<file path="config.mk">
export PLATFORM = sky130hd
export DESIGN_NAME = state_sensor_read_cmd
export DESIGN_NICKNAME = d
export VERILOG_FILES = /design/src/include/sensor_cmd_pkg.sv /design/src/include/sensor_slot_if.sv /design/src/design/sensor_slot.sv /design/src/design/state_sensor_read_cmd.sv
export SDC_FILE = /design/constraint.sdc
export NUM_CORES = 1
export LEC_CHECK = 0
export BUFFER_PORTS_ARGS = -buffer_cell sky130_fd_sc_hd__buf_4
export CAP_MARGIN = 20
export CORE_MARGIN = 5
export CORE_UTILIZATION = 53
export DETAILED_ROUTE_END_ITERATION = 12
export PLACE_DENSITY = 0.81
export REMOVE_ABC_BUFFERS = 1
export SLEW_MARGIN = 10
export SYNTH_ARGS = -nofsm -noshare
export SYNTH_HDL_FRONTEND = slang
export SYNTH_SLANG_ARGS = --single-unit
</file>
<file path="constraint.sdc">
create_clock -name core_clk_i -period 2 [get_ports core_clk_i]
set_input_delay 0.4 -clock core_clk_i [delete_from_list [all_inputs] [get_ports core_clk_i]]
set_output_delay 0.4 -clock core_clk_i [all_outputs]
set_load 0.01 [all_outputs]
</file>
<file path="src/include/sensor_cmd_pkg.sv">
// Constants and types for the state sensor reading command block.
// Assumes one byte-wide request and response stream per command.
package sensor_cmd_pkg;

    localparam int          MAX_SUB_SENSORS     = 8;
    localparam int          MIN_SUB_SENSORS     = 1;
    localparam int          REC_FIELDS          = 4;
    localparam logic [1:0]  REQ_LAST_BYTE       = 2'h3;
    localparam logic [1:0]  REC_LAST_FIELD      = 2'h3;
    localparam logic [3:0]  SUB_COUNT_MIN       = 4'h1;
    localparam logic [3:0]  SUB_COUNT_MAX       = 4'h8;
    localparam logic [7:0]  SUCCESS_CODE        = 8'h00;
    localparam logic [7:0]  UNKNOWN_HANDLE_CODE = 8'h80;
    localparam logic [15:0] HANDLE_RSV_LOW      = 16'h0000;
    localparam logic [15:0] HANDLE_RSV_HIGH     = 16'hFFFF;
    localparam logic [7:0]  STATE_RESET         = 8'h00;

    typedef enum logic [2:0] {
        S_REQ,
        S_CODE,
        S_COUNT,
        S_REC,
        S_DRAIN
    } ctl_state_t;

    typedef struct packed {
        ctl_state_t  st;
        logic [1:0]  byte_idx;
        logic [15:0] sensor_handle;
        logic [7:0]  rearm_mask;
        logic [3:0]  count;
        logic [2:0]  rec_idx;
        logic [1:0]  fld_idx;
        logic [7:0]  rearm;
        logic        req_ready;
        logic        rsp_valid;
        logic [7:0]  rsp_data;
        logic        rsp_last;
        logic        out_is_rec;
        logic [2:0]  out_rec;
        logic [1:0]  out_fld;
    } ctl_t;

    typedef struct packed {
        logic       known;
        logic       armed;
        logic [7:0] current_state;
        logic [7:0] prior_state;
        logic [7:0] last_event_state;
    } slot_t;

endpackage

</file>
<file path="src/include/sensor_slot_if.sv">
// Carrier between the command block and one sub-sensor slot.
// Assumes both ends share the block clock.
`timescale 1ns/1ps
interface sensor_slot_if;
    logic       assess_valid;
    logic [7:0] assess_state;
    logic       rearm;
    logic [7:0] current_state;
    logic [7:0] prior_state;
    logic [7:0] last_event_state;

    modport slot (
        input  assess_valid,
        input  assess_state,
        input  rearm,
        output current_state,
        output prior_state,
        output last_event_state
    );

    modport ctl (
        output assess_valid,
        output assess_state,
        output rearm,
        input  current_state,
        input  prior_state,
        input  last_event_state
    );
endinterface

</file>
<file path="src/design/sensor_slot.sv">
// One sub-sensor: tracks current, prior and event states.
// Assumes assessed states arrive as one-cycle strobes.
`timescale 1ns/1ps
module sensor_slot
    import sensor_cmd_pkg::*;
(
    input  wire logic core_clk_i,
    input  wire logic rst_i,
    sensor_slot_if.slot  sif
);

    slot_t s;
    slot_t next_s;

    always_comb begin
        next_s = s;
        if (sif.rearm) begin
            next_s.armed = 1'b1;
        end
        if (sif.assess_valid) begin
            if (!s.known) begin
                // Prior unknown after reset, so mirror the current state
                next_s.known         = 1'b1;
                next_s.current_state = sif.assess_state;
                next_s.prior_state   = sif.assess_state;
            end else if (sif.assess_state != s.current_state) begin
                next_s.prior_state   = s.current_state;
                next_s.current_state = sif.assess_state;
            end
            if ((!s.known || sif.assess_state != s.current_state)
                    && (s.armed || sif.rearm)) begin
                next_s.last_event_state = sif.assess_state;
                next_s.armed            = 1'b0;
            end
        end
    end

    always_ff @(posedge core_clk_i) begin
        if (rst_i) begin
            s <= '{known: 1'b0, armed: 1'b1, current_state: STATE_RESET,
                   prior_state: STATE_RESET, last_event_state: STATE_RESET};
        end else begin
            s <= next_s;
        end
    end

    assign sif.current_state    = s.current_state;
    assign sif.prior_state      = s.prior_state;
    assign sif.last_event_state = s.last_event_state;

    property p_first_prior;
        @(posedge core_clk_i) disable iff (rst_i)
        (!s.known && sif.assess_valid)
            |=> (s.prior_state == s.current_state)
                && (s.current_state == $past(sif.assess_state));
    endproperty
    a_first_prior: assert property (p_first_prior)
        else $error("Prior state differs from current on first assessment");

endmodule

</file>
<file path="src/design/state_sensor_read_cmd.sv">
// Command block answering state sensor reading requests.
// Assumes byte streams with valid/ready; the endpoint frames messages.
`timescale 1ns/1ps
module state_sensor_read_cmd
    import sensor_cmd_pkg::*;
(
    input  wire logic        core_clk_i,
    input  wire logic        rst_i,
    input  wire logic [15:0] own_handle_i,
    input  wire logic [3:0]  sub_count_i,
    input  wire logic [63:0] op_state_i,
    input  wire logic [7:0]  assess_valid_i,
    input  wire logic [63:0] assess_state_i,
    input  wire logic        req_valid_i,
    input  wire logic [7:0]  req_data_i,
    output logic             req_ready_o,
    output logic             rsp_valid_o,
    output logic [7:0]       rsp_data_o,
    output logic             rsp_last_o,
    input  wire logic        rsp_ready_i
);

    ctl_t       s;
    ctl_t       next_s;
    logic [3:0] eff_count;
    logic [7:0] count_mask;
    logic       handle_bad;
    logic       rsp_free;
    logic [7:0] rec_byte;
    logic [7:0] cur_a   [MAX_SUB_SENSORS];
    logic [7:0] prior_a [MAX_SUB_SENSORS];
    logic [7:0] evt_a   [MAX_SUB_SENSORS];

    sensor_slot_if sif [MAX_SUB_SENSORS] ();

    genvar g;
    generate
        for (g = 0; g < MAX_SUB_SENSORS; g++) begin : gen_slot
            assign sif[g].assess_valid = assess_valid_i[g];
            assign sif[g].assess_state = assess_state_i[g*8 +: 8];
            assign sif[g].rearm        = s.rearm[g];
            assign cur_a[g]            = sif[g].current_state;
            assign prior_a[g]          = sif[g].prior_state;
            assign evt_a[g]            = sif[g].last_event_state;
            sensor_slot u_slot (
                .core_clk_i (core_clk_i),
                .rst_i      (rst_i),
                .sif        (sif[g])
            );
        end
    endgenerate

    // Out-of-range strap values clamp so the count stays legal
    always_comb begin
        if (sub_count_i < SUB_COUNT_MIN) begin
            eff_count = SUB_COUNT_MIN;
        end else if (sub_count_i > SUB_COUNT_MAX) begin
            eff_count = SUB_COUNT_MAX;
        end else begin
            eff_count = sub_count_i;
        end
        for (int i = 0; i < MAX_SUB_SENSORS; i++) begin
            count_mask[i] = (4'(i) < eff_count);
        end
    end

    assign handle_bad = (s.sensor_handle == HANDLE_RSV_LOW)
                     || (s.sensor_handle == HANDLE_RSV_HIGH)
                     || (s.sensor_handle != own_handle_i);

    assign rsp_free = !s.rsp_valid || rsp_ready_i;

    // Records read live; a mid-response assessment shows in later bytes
    always_comb begin
        case (s.fld_idx)
            2'h0:    rec_byte = op_state_i[s.rec_idx*8 +: 8];
            2'h1:    rec_byte = cur_a[s.rec_idx];
            2'h2:    rec_byte = prior_a[s.rec_idx];
            default: rec_byte = evt_a[s.rec_idx];
        endcase
    end

    always_comb begin
        next_s       = s;
        next_s.rearm = '0;
        if (s.rsp_valid && rsp_ready_i) begin
            next_s.rsp_valid = 1'b0;
            next_s.rsp_last  = 1'b0;
        end
        case (s.st)
            S_REQ: begin
                if (req_valid_i && s.req_ready) begin
                    next_s.byte_idx = s.byte_idx + 2'h1;
                    case (s.byte_idx)
                        2'h0: next_s.sensor_handle[7:0]  = req_data_i;
                        2'h1: next_s.sensor_handle[15:8] = req_data_i;
                        2'h2: next_s.rearm_mask          = req_data_i;
                        default: begin
                            // Reserved byte carries nothing
                            next_s.req_ready = 1'b0;
                            next_s.st        = S_CODE;
                        end
                    endcase
                end
            end
            S_CODE: begin
                if (rsp_free) begin
                    next_s.rsp_valid  = 1'b1;
                    next_s.out_is_rec = 1'b0;
                    if (handle_bad) begin
                        next_s.rsp_data = UNKNOWN_HANDLE_CODE;
                        next_s.rsp_last = 1'b1;
                        next_s.st       = S_DRAIN;
                    end else begin
                        next_s.rsp_data = SUCCESS_CODE;
                        next_s.count    = eff_count;
                        next_s.rearm    = s.rearm_mask & count_mask;
                        next_s.st       = S_COUNT;
                    end
                end
            end
            S_COUNT: begin
                if (rsp_free) begin
                    next_s.rsp_valid = 1'b1;
                    next_s.rsp_data  = {4'h0, s.count};
                    next_s.rec_idx   = '0;
                    next_s.fld_idx   = '0;
                    next_s.st        = S_REC;
                end
            end
            S_REC: begin
                if (rsp_free) begin
                    next_s.rsp_valid  = 1'b1;
                    next_s.rsp_data   = rec_byte;
                    next_s.out_is_rec = 1'b1;
                    next_s.out_rec    = s.rec_idx;
                    next_s.out_fld    = s.fld_idx;
                    next_s.fld_idx    = s.fld_idx + 2'h1;
                    if (s.fld_idx == REC_LAST_FIELD) begin
                        next_s.rec_idx = s.rec_idx + 3'h1;
                        if ({1'b0, s.rec_idx} == s.count - 4'h1) begin
                            next_s.rsp_last = 1'b1;
                            next_s.st       = S_DRAIN;
                        end
                    end
                end
            end
            S_DRAIN: begin
                if (s.rsp_valid && rsp_ready_i) begin
                    next_s.st         = S_REQ;
                    next_s.byte_idx   = '0;
                    next_s.req_ready  = 1'b1;
                    next_s.out_is_rec = 1'b0;
                end
            end
            default: begin
                next_s.st = S_REQ;
            end
        endcase
    end

    always_ff @(posedge core_clk_i) begin
        if (rst_i) begin
            s           <= '0;
            s.st        <= S_REQ;
            s.req_ready <= 1'b1;
        end else begin
            s <= next_s;
        end
    end

    assign req_ready_o = s.req_ready;
    assign rsp_valid_o = s.rsp_valid;
    assign rsp_data_o  = s.rsp_data;
    assign rsp_last_o  = s.rsp_last;

    // Helper: record bytes accepted in the current response
    logic [5:0] rec_bytes_seen;
    always_ff @(posedge core_clk_i) begin
        if (rst_i || s.st == S_REQ) begin
            rec_bytes_seen <= '0;
        end else if (s.rsp_valid && rsp_ready_i && s.out_is_rec) begin
            rec_bytes_seen <= rec_bytes_seen + 6'h1;
        end
    end

    property p_rearm_map;
        @(posedge core_clk_i) disable iff (rst_i)
        (s.rearm & ~s.rearm_mask) == 8'h00;
    endproperty
    a_rearm_map: assert property (p_rearm_map)
        else $error("Re-arm pulse on a sub-sensor whose mask bit is clear");

    property p_rearm_good;
        @(posedge core_clk_i) disable iff (rst_i)
        (s.st == S_CODE && rsp_free && !handle_bad)
            |=> s.rearm == ($past(s.rearm_mask) & $past(count_mask));
    endproperty
    a_rearm_good: assert property (p_rearm_good)
        else $error("Re-arm pulses do not follow the mask");

    property p_rearm_above;
        @(posedge core_clk_i) disable iff (rst_i)
        s.rearm != 8'h00 |-> (s.rearm >> s.count) == 8'h00;
    endproperty
    a_rearm_above: assert property (p_rearm_above)
        else $error("Mask bit at or above the count re-armed a sub-sensor");

    property p_bad_handle;
        @(posedge core_clk_i) disable iff (rst_i)
        (s.st == S_CODE && rsp_free && handle_bad)
            |=> rsp_valid_o && rsp_last_o
                && rsp_data_o == UNKNOWN_HANDLE_CODE;
    endproperty
    a_bad_handle: assert property (p_bad_handle)
        else $error("Unknown handle not answered with a lone 0x80 code");

    property p_count_range;
        @(posedge core_clk_i) disable iff (rst_i)
        (s.st == S_COUNT && rsp_free)
            |=> rsp_valid_o && rsp_data_o >= 8'h01 && rsp_data_o <= 8'h08;
    endproperty
    a_count_range: assert property (p_count_range)
        else $error("Sub-sensor count byte out of range");

    property p_rec_total;
        @(posedge core_clk_i) disable iff (rst_i)
        (rsp_valid_o && rsp_last_o && s.out_is_rec)
            |-> 8'(rec_bytes_seen) == 8'({s.count, 2'h0}) - 8'h01;
    endproperty
    a_rec_total: assert property (p_rec_total)
        else $error("Record byte total differs from four per sub-sensor");

    // Position follows the accepted byte count, so stalls cannot skew it
    property p_rec_order;
        @(posedge core_clk_i) disable iff (rst_i)
        (rsp_valid_o && s.out_is_rec)
            |-> s.out_fld == rec_bytes_seen[1:0]
                && s.out_rec == rec_bytes_seen[4:2];
    endproperty
    a_rec_order: assert property (p_rec_order)
        else $error("Record byte emitted out of its fixed position");

    property p_rec_step;
        @(posedge core_clk_i) disable iff (rst_i)
        (s.st == S_REC && rsp_free && s.fld_idx == REC_LAST_FIELD
            && s.rsp_last == 1'b0 && {1'b0, s.rec_idx} != s.count - 4'h1)
            |=> s.fld_idx == 2'h0 && s.rec_idx == $past(s.rec_idx) + 3'h1
                && s.out_fld == REC_LAST_FIELD;
    endproperty
    a_rec_step: assert property (p_rec_step)
        else $error("Record fields not emitted in fixed order");

    property p_cur_field;
        @(posedge core_clk_i) disable iff (rst_i)
        (s.st == S_REC && rsp_free && s.fld_idx == 2'h1)
            |=> rsp_data_o == $past(cur_a[s.rec_idx]);
    endproperty
    a_cur_field: assert property (p_cur_field)
        else $error("Second record byte is not the current state");

    c_bad_handle: cover property (@(posedge core_clk_i) disable iff (rst_i)
        rsp_valid_o && rsp_data_o == UNKNOWN_HANDLE_CODE && !s.out_is_rec);
    c_eight_recs: cover property (@(posedge core_clk_i) disable iff (rst_i)
        rsp_last_o && s.out_is_rec && s.out_rec == 3'h7);
    c_rearm: cover property (@(posedge core_clk_i) disable iff (rst_i)
        s.rearm != 8'h00);
    c_stall: cover property (@(posedge core_clk_i) disable iff (rst_i)
        rsp_valid_o && !rsp_ready_i ##1 rsp_valid_o && rsp_ready_i);

endmodule

</file>
==> out/metrics.cfg, run 1 <==
[sta]
clock_skew_ns = 0.0147
hold_ws_ns = 0.130
worst_pin_slew_ns = 0.666
period_needed_ns = 2.09
slew_headroom_pct = 55.6
slew_viol_final = 0
min_period_over_period_pct = 105
max_freq_mhz = 478
setup_viol = 19
hold_viol_final = 0
setup-tns-final_ns = -0.778
rsz0062_at_grt = true
setup_ws_ns = -0.0941

[worst_setup_path]
worstReg2RegEnd = rsp_data_o[3]
end_kind = flip-flop
r2r_start = s[28]
r2r_slack_ns = -0.09
startpoint_type = flip-flop
crit_arrival_ns = 2.53
cp_max_fo = 7
startpoint = s[28]
rr_worst_depth = 7
critPathKind = flip-flop to flip-flop
crit_required_ns = 2.44

[floorplan]
start_util_pct = 53.9
ioPinCount = 179
dieArea_um2 = 29000
row_count = 58
die_h_um = 170
fp.coreArea_um2 = 25300
die_x_um = 170

[routing]
drt-initial-drc-count = 1499
first_pass_iters = 7
highest_layer = met4
route.vias.total = 12297
wl_per_cell_um = 21.5
via_per_inst = 6.20
routed_wirelength_um = 42700
m1WireLength_um = 16900
final_antenna_net_count = 0
drc = 0
wl_met2_um = 19700
wl_met3_um = 4300

[finish]
final_cell_mix = 258 x dfxtp_1, 252 x buf_4, 173 x nor2_1
drive_above_1_share_pct = 27.9
nets = 1812
syn_to_final_growth_pct = 24.6
final_util_pct = 67.1
final_common_cell = dfxtp_1

[global_route]
antenna_found_initial = 1
grt_pass1_vias = 11715
grtUsageTotal_pct = 27.8
gr-total-overflow = 0
grt_max_degree = 143
grt_pass1_wl_um = 64300

[run_status]
failed_checks = setup timing
status = finished with violations

[power]
power_mw = 14.9
p_per_area_nw_per_um2 = 881
p_leak_nw = 6.65
peakVddDrop_uv = 760

[clock_tree]
clock_latency_ns = 0.55
cts.sinks = 265
clkTransAtPathRegs_ns = 0.07
htree_levels = 1
numCtsBuffers = 28
clock_path_buffers = 3
cts_tree = done
cts_root_buffer = clkbuf_16

[logic_synthesis]
syn_area_per_cell_um2 = 9.38
yosys_register_bits = 265
seq_area_frac_synth_pct = 39.0
synth_edf_count = 0
ys_async_sr_fraction_pct = 0
netlist-cell-type-count = 54
synthFlopType = dfxtp_1
syn_area_um2 = 13600
ys_warn_count = 0
synthCells = 1450

[placed_design]
gp_congestion = 1.05
hpwlAfterDp_um = 31300
io_buffer_count = 178

[hold_path]
hold_path_end = gen_slot[4].u_slot.sif.current_state[5]
hp-start = assess_state_i[37]
worstHoldPathCells = 3
hp-class = input port to flip-flop

[flow_run]
maxCapViolCount = 0

==> layout make-up <==
class,count,area (um^2)
clock buffers,39,813
repair buffers,275,2240
inverters,15,56.3
multi-input cells,1049,7990
diodes,1,2.50
well taps,330,413
clock inverters,10,113
fillers,1901,8310
flip-flops and latches,265,5320
==> what timing repair did <==
| action | CTS | global route |
|---|---|---|
| buffers inserted | 10 | 9 |
| hold buffers | 0 | 0 |
| hold endpoints to repair | 0 | 0 |
| pin swaps | 24 | 13 |
| endpoints found under the setup margin | 23 | 82 |
| gates resized for setup | 51 | 36 |
==> routing by layer <==
layer	vias to the layer above	global-route usage [%]
li1	5612	-
met1	5922	39.1
met2	661	43.0
met3	102	4.76
met4	0	10.6
met5	-	0
==> stage by stage <==
stage               setup WS (ns)  cells  area (um^2)
floorplan                   -1.68   1329        13100
global placement           -0.312   1916        15500
detailed placement         -0.366   1916        15500
CTS                       -0.0736   1974        16700
global route               -0.159   1983        16900
finish                    -0.0941   1984        16900
==> cell usage after synthesis (7+ instances only) <==
library cell | n | area, um^2
a21oi_1 | 110 | 551
inv_1 | 15 | 56.3
clkbuf_1 | 70 | 263
buf_4 | 10 | 75.1
buf_2 | 21 | 105
mux4_2 | 60 | 1350
dfxtp_1 | 265 | 5310
a211oi_1 | 67 | 503
nor2_1 | 173 | 649
o311ai_1 | 8 | 70.1
mux2_2 | 25 | 282
o31a_1 | 10 | 87.6
o21ai_0 | 11 | 55.1
or2_2 | 10 | 62.6
nand2b_1 | 9 | 56.3
nor4_1 | 7 | 43.8
nand2_1 | 123 | 462
xnor2_1 | 65 | 569
xor2_1 | 18 | 158
mux2i_1 | 138 | 1380
o21bai_1 | 10 | 75.1
ha_1 | 10 | 125
nor3_1 | 10 | 50.1
a22oi_1 | 8 | 60.1
nand4_1 | 17 | 106
buf_1 | 18 | 67.6
nand3_1 | 107 | 536
==> worst max path at each step <==
stage / endpoint / slack [ns]
6_report: rsp_data_o[3] / -0.09
5_1_grt: s[17] / -0.16
4_1_cts: s[30] / -0.07
3_5_place_dp: s[22] / -0.37
3_3_place_gp: s[30] / -0.31
2_1_floorplan: rsp_data_o[0] / -1.68
==> where the power goes <==
| part | total [mW] | switching (mW) | internal [mW] | leakage [nW] |
|---|---|---|---|---|
| Sequential | 6.22 | 0.497 | 5.73 | 2.19 |
| Clock | 5.27 | 2.19 | 3.09 | 0.449 |
| Combinational | 3.43 | 1.87 | 1.56 | 4.02 |
| Total | 14.9 | 4.55 | 10.4 | 6.65 |
==> sequential cells by signal (all words and copies together), names as in the netlist <==
name,cells
rsp_valid_o,1
rsp_data_o,8
gen_slot.u_slot.sif.last_event_state,64
gen_slot.u_slot.sif.prior_state,64
gen_slot.u_slot.sif.current_state,64
req_ready_o,1
rsp_last_o,1
s,46
gen_slot.u_slot.s,16
==> worst max-delay path: stages, from the launching register on <==
cell	delay, ns
dfxtp_4	0.42
buf_8	0.16
buf_6	0.12
mux4_2	0.55
mux2_4	0.29
a22oi_2	0.16
nand4b_1	0.12
o2111a_1	0.15
==> kinds of logic (layout without fill, tap and decap cells) <==
| logic type | count (synthesis) | count (layout) | synth area share [%] |
|---|---|---|---|
| AOI/OAI and AO/OA | 254 | 254 | 12.2 |
| and+or+nand+nor | 479 | 479 | 16.1 |
| other | 0 | 1 | 0 |
| DFF | 265 | 265 | 39.0 |
| buffers and inverters | 136 | 339 | 4.33 |
| xor gates and xnor gates | 83 | 83 | 5.34 |
| adders and majority gates | 10 | 10 | 0.920 |
| muxes | 223 | 223 | 22.2 |
Power figures use the tool's default switching activity.
==> run 2: changes to the inputs <==
Settings changed: CORE_UTILIZATION 53 to 55, PLACE_DENSITY 0.81 to 0.82, SYNTH_HIERARCHICAL from default to 1.
==> out/metrics.cfg, run 2 <==
[run_status]
status = finished with violations  ; unchanged
failed_checks = setup timing  ; unchanged

[clock_tree]
clock_path_buffers = 3  ; unchanged
htree_levels = 1  ; unchanged
numCtsBuffers = 31  ; was 28
cts_root_buffer = clkbuf_16  ; unchanged
cts.sinks = 265  ; unchanged
cts_tree = done  ; unchanged
clkTransAtPathRegs_ns = 0.06  ; was 0.07 ns
cts_hold_buf = 0  ; unchanged
clock_latency_ns = 0.56  ; was 0.55 ns

[sta]
slew_viol_final = 0  ; unchanged
max_freq_mhz = 471  ; was 478 MHz
setup_ws_ns = -0.122  ; was -0.0941 ns
rsz0062_at_grt = true  ; unchanged
clock_skew_ns = 0.0115  ; was 0.0147 ns
period_needed_ns = 2.12  ; was 2.09 ns
hold_viol_final = 0  ; unchanged
setup_viol = 8  ; was 19
slew_headroom_pct = 32.9  ; was 55.6%
worst_pin_slew_ns = 0.999  ; was 0.666 ns
min_period_over_period_pct = 106  ; was 105%

[logic_synthesis]
synth.area.top_cells = dfxtp_1 28%, buf_4 8.2%, mux4_2 5.4%, a211oi_2 4.3%, mux2_2 4.2%  ; was dfxtp_1 39%, mux2i_1 10%, mux4_2 9.9%, nor2_1 4.8%, xnor2_1 4.2%
ys_warn_count = 6  ; was 0
syn_area_per_cell_um2 = 9.06  ; was 9.38 um^2
synth_top_area_cell = dfxtp_1  ; unchanged
synth_common_cells = 265 x dfxtp_1, 205 x buf_4, 116 x nand3_1  ; was 265 x dfxtp_1, 173 x nor2_1, 138 x mux2i_1
ys_async_sr_fraction_pct = 0  ; unchanged
seq_area_frac_synth_pct = 28.4  ; was 39.0%
yosys_register_bits = 265  ; unchanged
synth.most_common_cell = dfxtp_1  ; unchanged
synthCells = 2063  ; was 1450
synthFlopType = dfxtp_1  ; unchanged
yosysTopAreaCellShare_pct = 28.4  ; was 39.0%
synth_edf_count = 0  ; unchanged
netlist-cell-type-count = 60  ; was 54
syn_area_um2 = 18700  ; was 13600 um^2

[finish]
final_cell_mix = 259 x buf_4, 251 x dfxtp_1, 116 x nand3_1  ; was 258 x dfxtp_1, 252 x buf_4, 173 x nor2_1
syn_to_final_growth_pct = 10.3  ; was 24.6%
drive_above_1_share_pct = 29.0  ; was 27.9%
antenna_cells = 0  ; was 1
final_common_cell = buf_4  ; was dfxtp_1
final_util_pct = 61.5  ; was 67.1%
nets = 2202  ; was 1812

[global_route]
grt_max_degree = 48  ; was 143
grt_pass1_vias = 15778  ; was 11715
gr-total-overflow = 0  ; unchanged
antenna_found_initial = 2  ; was 1
grtUsageTotal_pct = 28.4  ; was 27.8%
grt_pass1_wl_um = 88300  ; was 64300 um

[worst_setup_path]
cp_max_fo = 7  ; unchanged
crit_arrival_ns = 2.58  ; was 2.53 ns
end_kind = flip-flop  ; unchanged
startpoint_type = flip-flop  ; unchanged
crit_required_ns = 2.46  ; was 2.44 ns
rr_worst_depth = 8  ; was 7
critPathKind = flip-flop to flip-flop  ; unchanged

[routing]
final_antenna_net_count = 0  ; unchanged
first_pass_iters = 6  ; was 7
drc = 0  ; unchanged
wl_per_cell_um = 23.2  ; was 21.5 um
via_per_inst = 6.62  ; was 6.20
route.vias.total = 16526  ; was 12297
routed_wirelength_um = 58000  ; was 42700 um
drt-initial-drc-count = 1973  ; was 1499

[floorplan]
fp.coreArea_um2 = 33500  ; was 25300 um^2
start_util_pct = 55.7  ; was 53.9%
ioPinCount = 179  ; unchanged
die_h_um = 194  ; was 170 um
row_count = 67  ; was 58
dieArea_um2 = 37800  ; was 29000 um^2
die_x_um = 194  ; was 170 um

[power]
power_mw = 15.4  ; was 14.9 mW
p_per_area_nw_per_um2 = 745  ; was 881 nW/um^2
p_leak_nw = 7.77  ; was 6.65 nW
peakVddDrop_uv = 859  ; was 760 uV

[placed_design]
hpwlAfterDp_um = 41300  ; was 31300 um
io_buffer_count = 178  ; unchanged
gp_congestion = 0.980  ; was 1.05

[hold_path]
hp-class = input port to flip-flop  ; unchanged
worstHoldPathCells = 3  ; unchanged

[flow_run]
maxCapViolCount = 0  ; unchanged

-- run 2: worst paths after layout --
check	start	to	slack, ns
hold reg to reg	rsp_last_o	rsp_last_o	0.46
setup / recovery	s[27]	rsp_data_o[5]	-0.12
hold / removal	assess_state_i[33]	gen_slot[4].u_slot/sif.current_state[1]	0.11
setup reg to reg	s[27]	rsp_data_o[5]	-0.12
-- run 2: layout make-up --
type / count / area, um^2
Fill cell: 2668 / 12900
Multi-Input combinational cell: 1364 / 10900
Sequential cell: 265 / 5330
Timing Repair Buffer: 282 / 2360
Clock buffer: 40 / 880
Tap cell: 448 / 561
Inverter: 80 / 300
Clock inverter: 17 / 295
-- run 2: kinds of logic after synthesis --
| kind of cell | Yosys count | synth area share (%) |
|---|---|---|
| AND/OR/NAND/NOR | 659 | 19.7 |
| buffers and inverters | 434 | 14.4 |
| AO/OA/AOI/OAI | 403 | 16.5 |
| flip-flops | 265 | 28.4 |
| multiplexers | 209 | 16.4 |
| XOR/XNOR | 83 | 3.89 |
| adder cells (fa/ha/maj) | 10 | 0.670 |
-- run 2: what timing repair did --
action	in CTS	in global routing
endpoints found under the setup margin	12	24
resized for setup	44	37
cloned	2	1
pin swaps	21	18
buffers inserted	6	5
hold endpoints to repair	0	0
-- run 2: metrics by stage --
step	cells	setup TNS [ns]	hold slack [ns]	worst slack (ns)	instance area [um^2]
final	2496	-0.799	0.115	-0.122	20600
after global routing	2496	-1.47	0.112	-0.204	20600
after CTS	2491	-0.482	0.0969	-0.0749	20400
after detailed placement	2426	-2.25	0.448	-0.183	19000
after global placement	2426	-1.30	0.444	-0.133	19000
after floorplan	1709	-53.97	0.426	-2.25	16300
-- run 2: where the power goes --
group	internal, mW	switching (mW)
combinational	1.25	1.50
clock	4.12	2.37
sequential	5.66	0.469
-- run 2: metal layers --
metal | track usage [%] | up-vias | wire length (um)
li1 | - | 7332 | -
met1 | 36.0 | 7999 | 21700
met2 | 46.7 | 981 | 27000
met3 | 5.78 | 210 | 5720
met4 | 13.1 | 4 | 3480
met5 | 0 | - | 27
-- run 2: worst max-delay path, stage by stage, from the launching register on --
cell,delay [ns]
dfxtp_4,0.37
buf_12,0.13
buf_6,0.12
buf_12,0.13
mux4_2,0.51
mux2_4,0.30
a21oi_2,0.14
nand2_1,0.07
a32o_1,0.25
==> run 3: changes to the inputs <==
==> constraint.sdc (replaced) <==
create_clock -name core_clk_i -period 2 [get_ports core_clk_i]
set_input_delay 0.5 -clock core_clk_i [delete_from_list [all_inputs] [get_ports core_clk_i]]
set_output_delay 0.5 -clock core_clk_i [all_outputs]
set_load 0.01 [all_outputs]
==> out/metrics.cfg, run 3 (synthesis gave the netlist of run 2 again) <==
[run_status]
status = finished with violations  ; unchanged
failed_checks = setup timing  ; unchanged

[routing]
routed_wirelength_um = 57700  ; was 58000 um
first_pass_iters = 8  ; was 6
via_per_inst = 6.60  ; was 6.62
wl_per_cell_um = 22.9  ; was 23.2 um
drc = 0  ; unchanged
final_antenna_net_count = 0  ; unchanged
route.vias.total = 16639  ; was 16526
m1WireLength_um = 21900  ; was 21700 um
wl_met3_um = 5580  ; was 5720 um
wl_met2_um = 27100  ; was 27000 um
highest_layer = met5  ; unchanged
drt-initial-drc-count = 2018  ; was 1973

[worst_setup_path]
cp_top_family = multiplexers  ; unchanged
path_buf_inv = 2  ; was 3
slowest_stage = mux4_2  ; unchanged
end_kind = flip-flop  ; unchanged
crit_chain = buf_12 > buf_12 > mux4_2 > mux2_4 > a2111oi_4 > nor4_1  ; was buf_12 > buf_6 > buf_12 > mux4_2 > mux2_4 > a21oi_2 > nand2_1 > a32o_1
max_stage_delay_ns = 0.53  ; was 0.51 ns
crit_arrival_ns = 2.61  ; was 2.58 ns
crit_required_ns = 2.43  ; was 2.46 ns
cpMostUsedCell = buf_12  ; unchanged
critPathKind = flip-flop to flip-flop  ; unchanged
startpoint_type = flip-flop  ; unchanged
cp_max_fo = 9  ; was 7

[floorplan]
start_util_pct = 55.7  ; unchanged
row_count = 67  ; unchanged
die_x_um = 194  ; unchanged
fp.coreArea_um2 = 33500  ; unchanged
die_h_um = 194  ; unchanged
ioPinCount = 179  ; unchanged
dieArea_um2 = 37800  ; unchanged

[power]
p_per_area_nw_per_um2 = 705  ; was 745 nW/um^2
switchingPower_mw = 4.29  ; was 4.33 mW
peakVddDrop_uv = 772  ; was 859 uV
p_seq_share_pct = 41.8  ; was 39.9%
sw_frac_of_total_pct = 29.3  ; was 28.2%
p_leak_nw = 7.84  ; was 7.77 nW
comb_power_share_pct = 19.0  ; was 17.9%
p_int_mw = 10.3  ; was 11.0 mW
power_frac_clock_pct = 39.2  ; was 42.2%

[finish]
stdcell_area_um2 = 20800  ; was 20600 um^2
final_cell_mix = 290 x buf_4, 246 x dfxtp_1, 115 x nand3_1  ; was 259 x buf_4, 251 x dfxtp_1, 116 x nand3_1
syn_to_final_growth_pct = 11.1  ; was 10.3%
nets = 2230  ; was 2202
final_util_pct = 61.9  ; was 61.5%
final_common_cell = buf_4  ; unchanged
antenna_cells = 0  ; unchanged
drive_above_1_share_pct = 29.9  ; was 29.0%

[placed_design]
io_buffer_count = 178  ; unchanged
hpwlAfterDp_um = 41000  ; was 41300 um
dp_slack_ns = -0.357  ; was -0.183 ns
placed_area_um2 = 19200  ; was 19000 um^2
gp_congestion = 0.955  ; was 0.980

[clock_tree]
clkTransAtPathRegs_ns = 0.07  ; was 0.06 ns
cts_tree = done  ; unchanged
cts.sinks = 265  ; unchanged
htree_levels = 1  ; unchanged
clock_latency_ns = 0.56  ; about the same
clock_path_buffers = 3  ; unchanged
cts_hold_buf = 0  ; unchanged
numCtsBuffers = 29  ; was 31
cts_root_buffer = clkbuf_16  ; unchanged

[global_route]
grt_pass1_vias = 15962  ; was 15778
grt_pass1_wl_um = 88800  ; was 88300 um
grtUsageTotal_pct = 28.5  ; was 28.4%
gr-total-overflow = 0  ; unchanged
grt_max_degree = 59  ; was 48
antenna_found_initial = 4  ; was 2

[sta]
clock_skew_ns = 0.00916  ; was 0.0115 ns
hold_ws_ns = 0.216  ; was 0.115 ns
min_period_over_period_pct = 109  ; was 106%
setup_ws_ns = -0.180  ; was -0.122 ns
slew_viol_final = 0  ; unchanged
hold_viol_final = 0  ; unchanged
max_freq_mhz = 459  ; was 471 MHz
worst_pin_slew_ns = 1.06  ; was 0.999 ns
period_needed_ns = 2.18  ; was 2.12 ns
rsz0062_at_grt = true  ; unchanged
setup-tns-final_ns = -1.01  ; was -0.799 ns
setup_viol = 8  ; unchanged
slew_headroom_pct = 28.7  ; was 32.9%

[flow_run]
maxCapViolCount = 0  ; unchanged

[hold_path]
hp-class = input port to flip-flop  ; unchanged

-- run 3: cell count changes in the layout (fill, tap and decap cells not counted), moves of 4 or more --
cell,before,now
bufinv_16,8,4
buf_4,259,290
dfxtp_1,251,246
mux4_2,56,51
clkinvlp_4,1,5
mux4_1,7,12
-- run 3: path summary, 6_finish.rpt --
path / end / slack [ns] / depth (start not counted) / startpoint
setup / recovery: rsp_data_o[3] / -0.18 / 6 / s[27]
hold / removal: s[50] / 0.22 / 3 / req_data_i[0]
setup reg to reg: rsp_data_o[3] / -0.18 / 6 / s[27]
hold reg to reg: rsp_last_o / 0.47 / 2 / rsp_last_o
-- run 3: final cells by class --
| type | count | area, um^2 |
|---|---|---|
| fill | 2566 | 12800 |
| multi-input combinational | 1364 | 10900 |
| sequential | 265 | 5340 |
| timing repair buffer | 312 | 2600 |
| clock buffer | 37 | 817 |
| tap | 448 | 561 |
| inverter | 80 | 300 |
| clock inverter | 16 | 204 |
-- run 3: tightest hold or removal path, stage by stage --
cell and delay [ns]:
buf_4 0.12, nand3_1 0.06, a21oi_1 0.05
-- run 3: metal layers --
metal,vias to the layer above,GRT usage [%]
met3,199,5.33
met5,-,0
met2,1042,46.8
met4,4,12.7
met1,7998,36.7
li1,7396,-
-- run 3: through the flow --
stage               power (mW)  instances
finish                    14.6       2522
global route              15.1       2522
CTS                       14.5       2516
detailed placement        8.83       2446
global placement          8.72       2446
floorplan                 7.56       1709
-- run 3: power groups by stage --
stage                     sequential, mW  clock (mW)  combinational (mW)
final                               6.11        5.74                2.78
after global routing                6.12        5.99                2.98
after CTS                           6.07        5.78                2.69
after detailed placement            6.18           0                2.64
after global placement              6.17           0                2.55
after floorplan                     5.97           0                1.59
-- run 3: timing repair --
| item | 4_1_cts | 5_1_grt |
|---|---|---|
| setup endpoints to repair | 15 | 30 |
| cloned | 2 | 1 |
| resized for setup | 36 | 44 |
| buffers inserted | 15 | 5 |
| pin swaps | 9 | 24 |
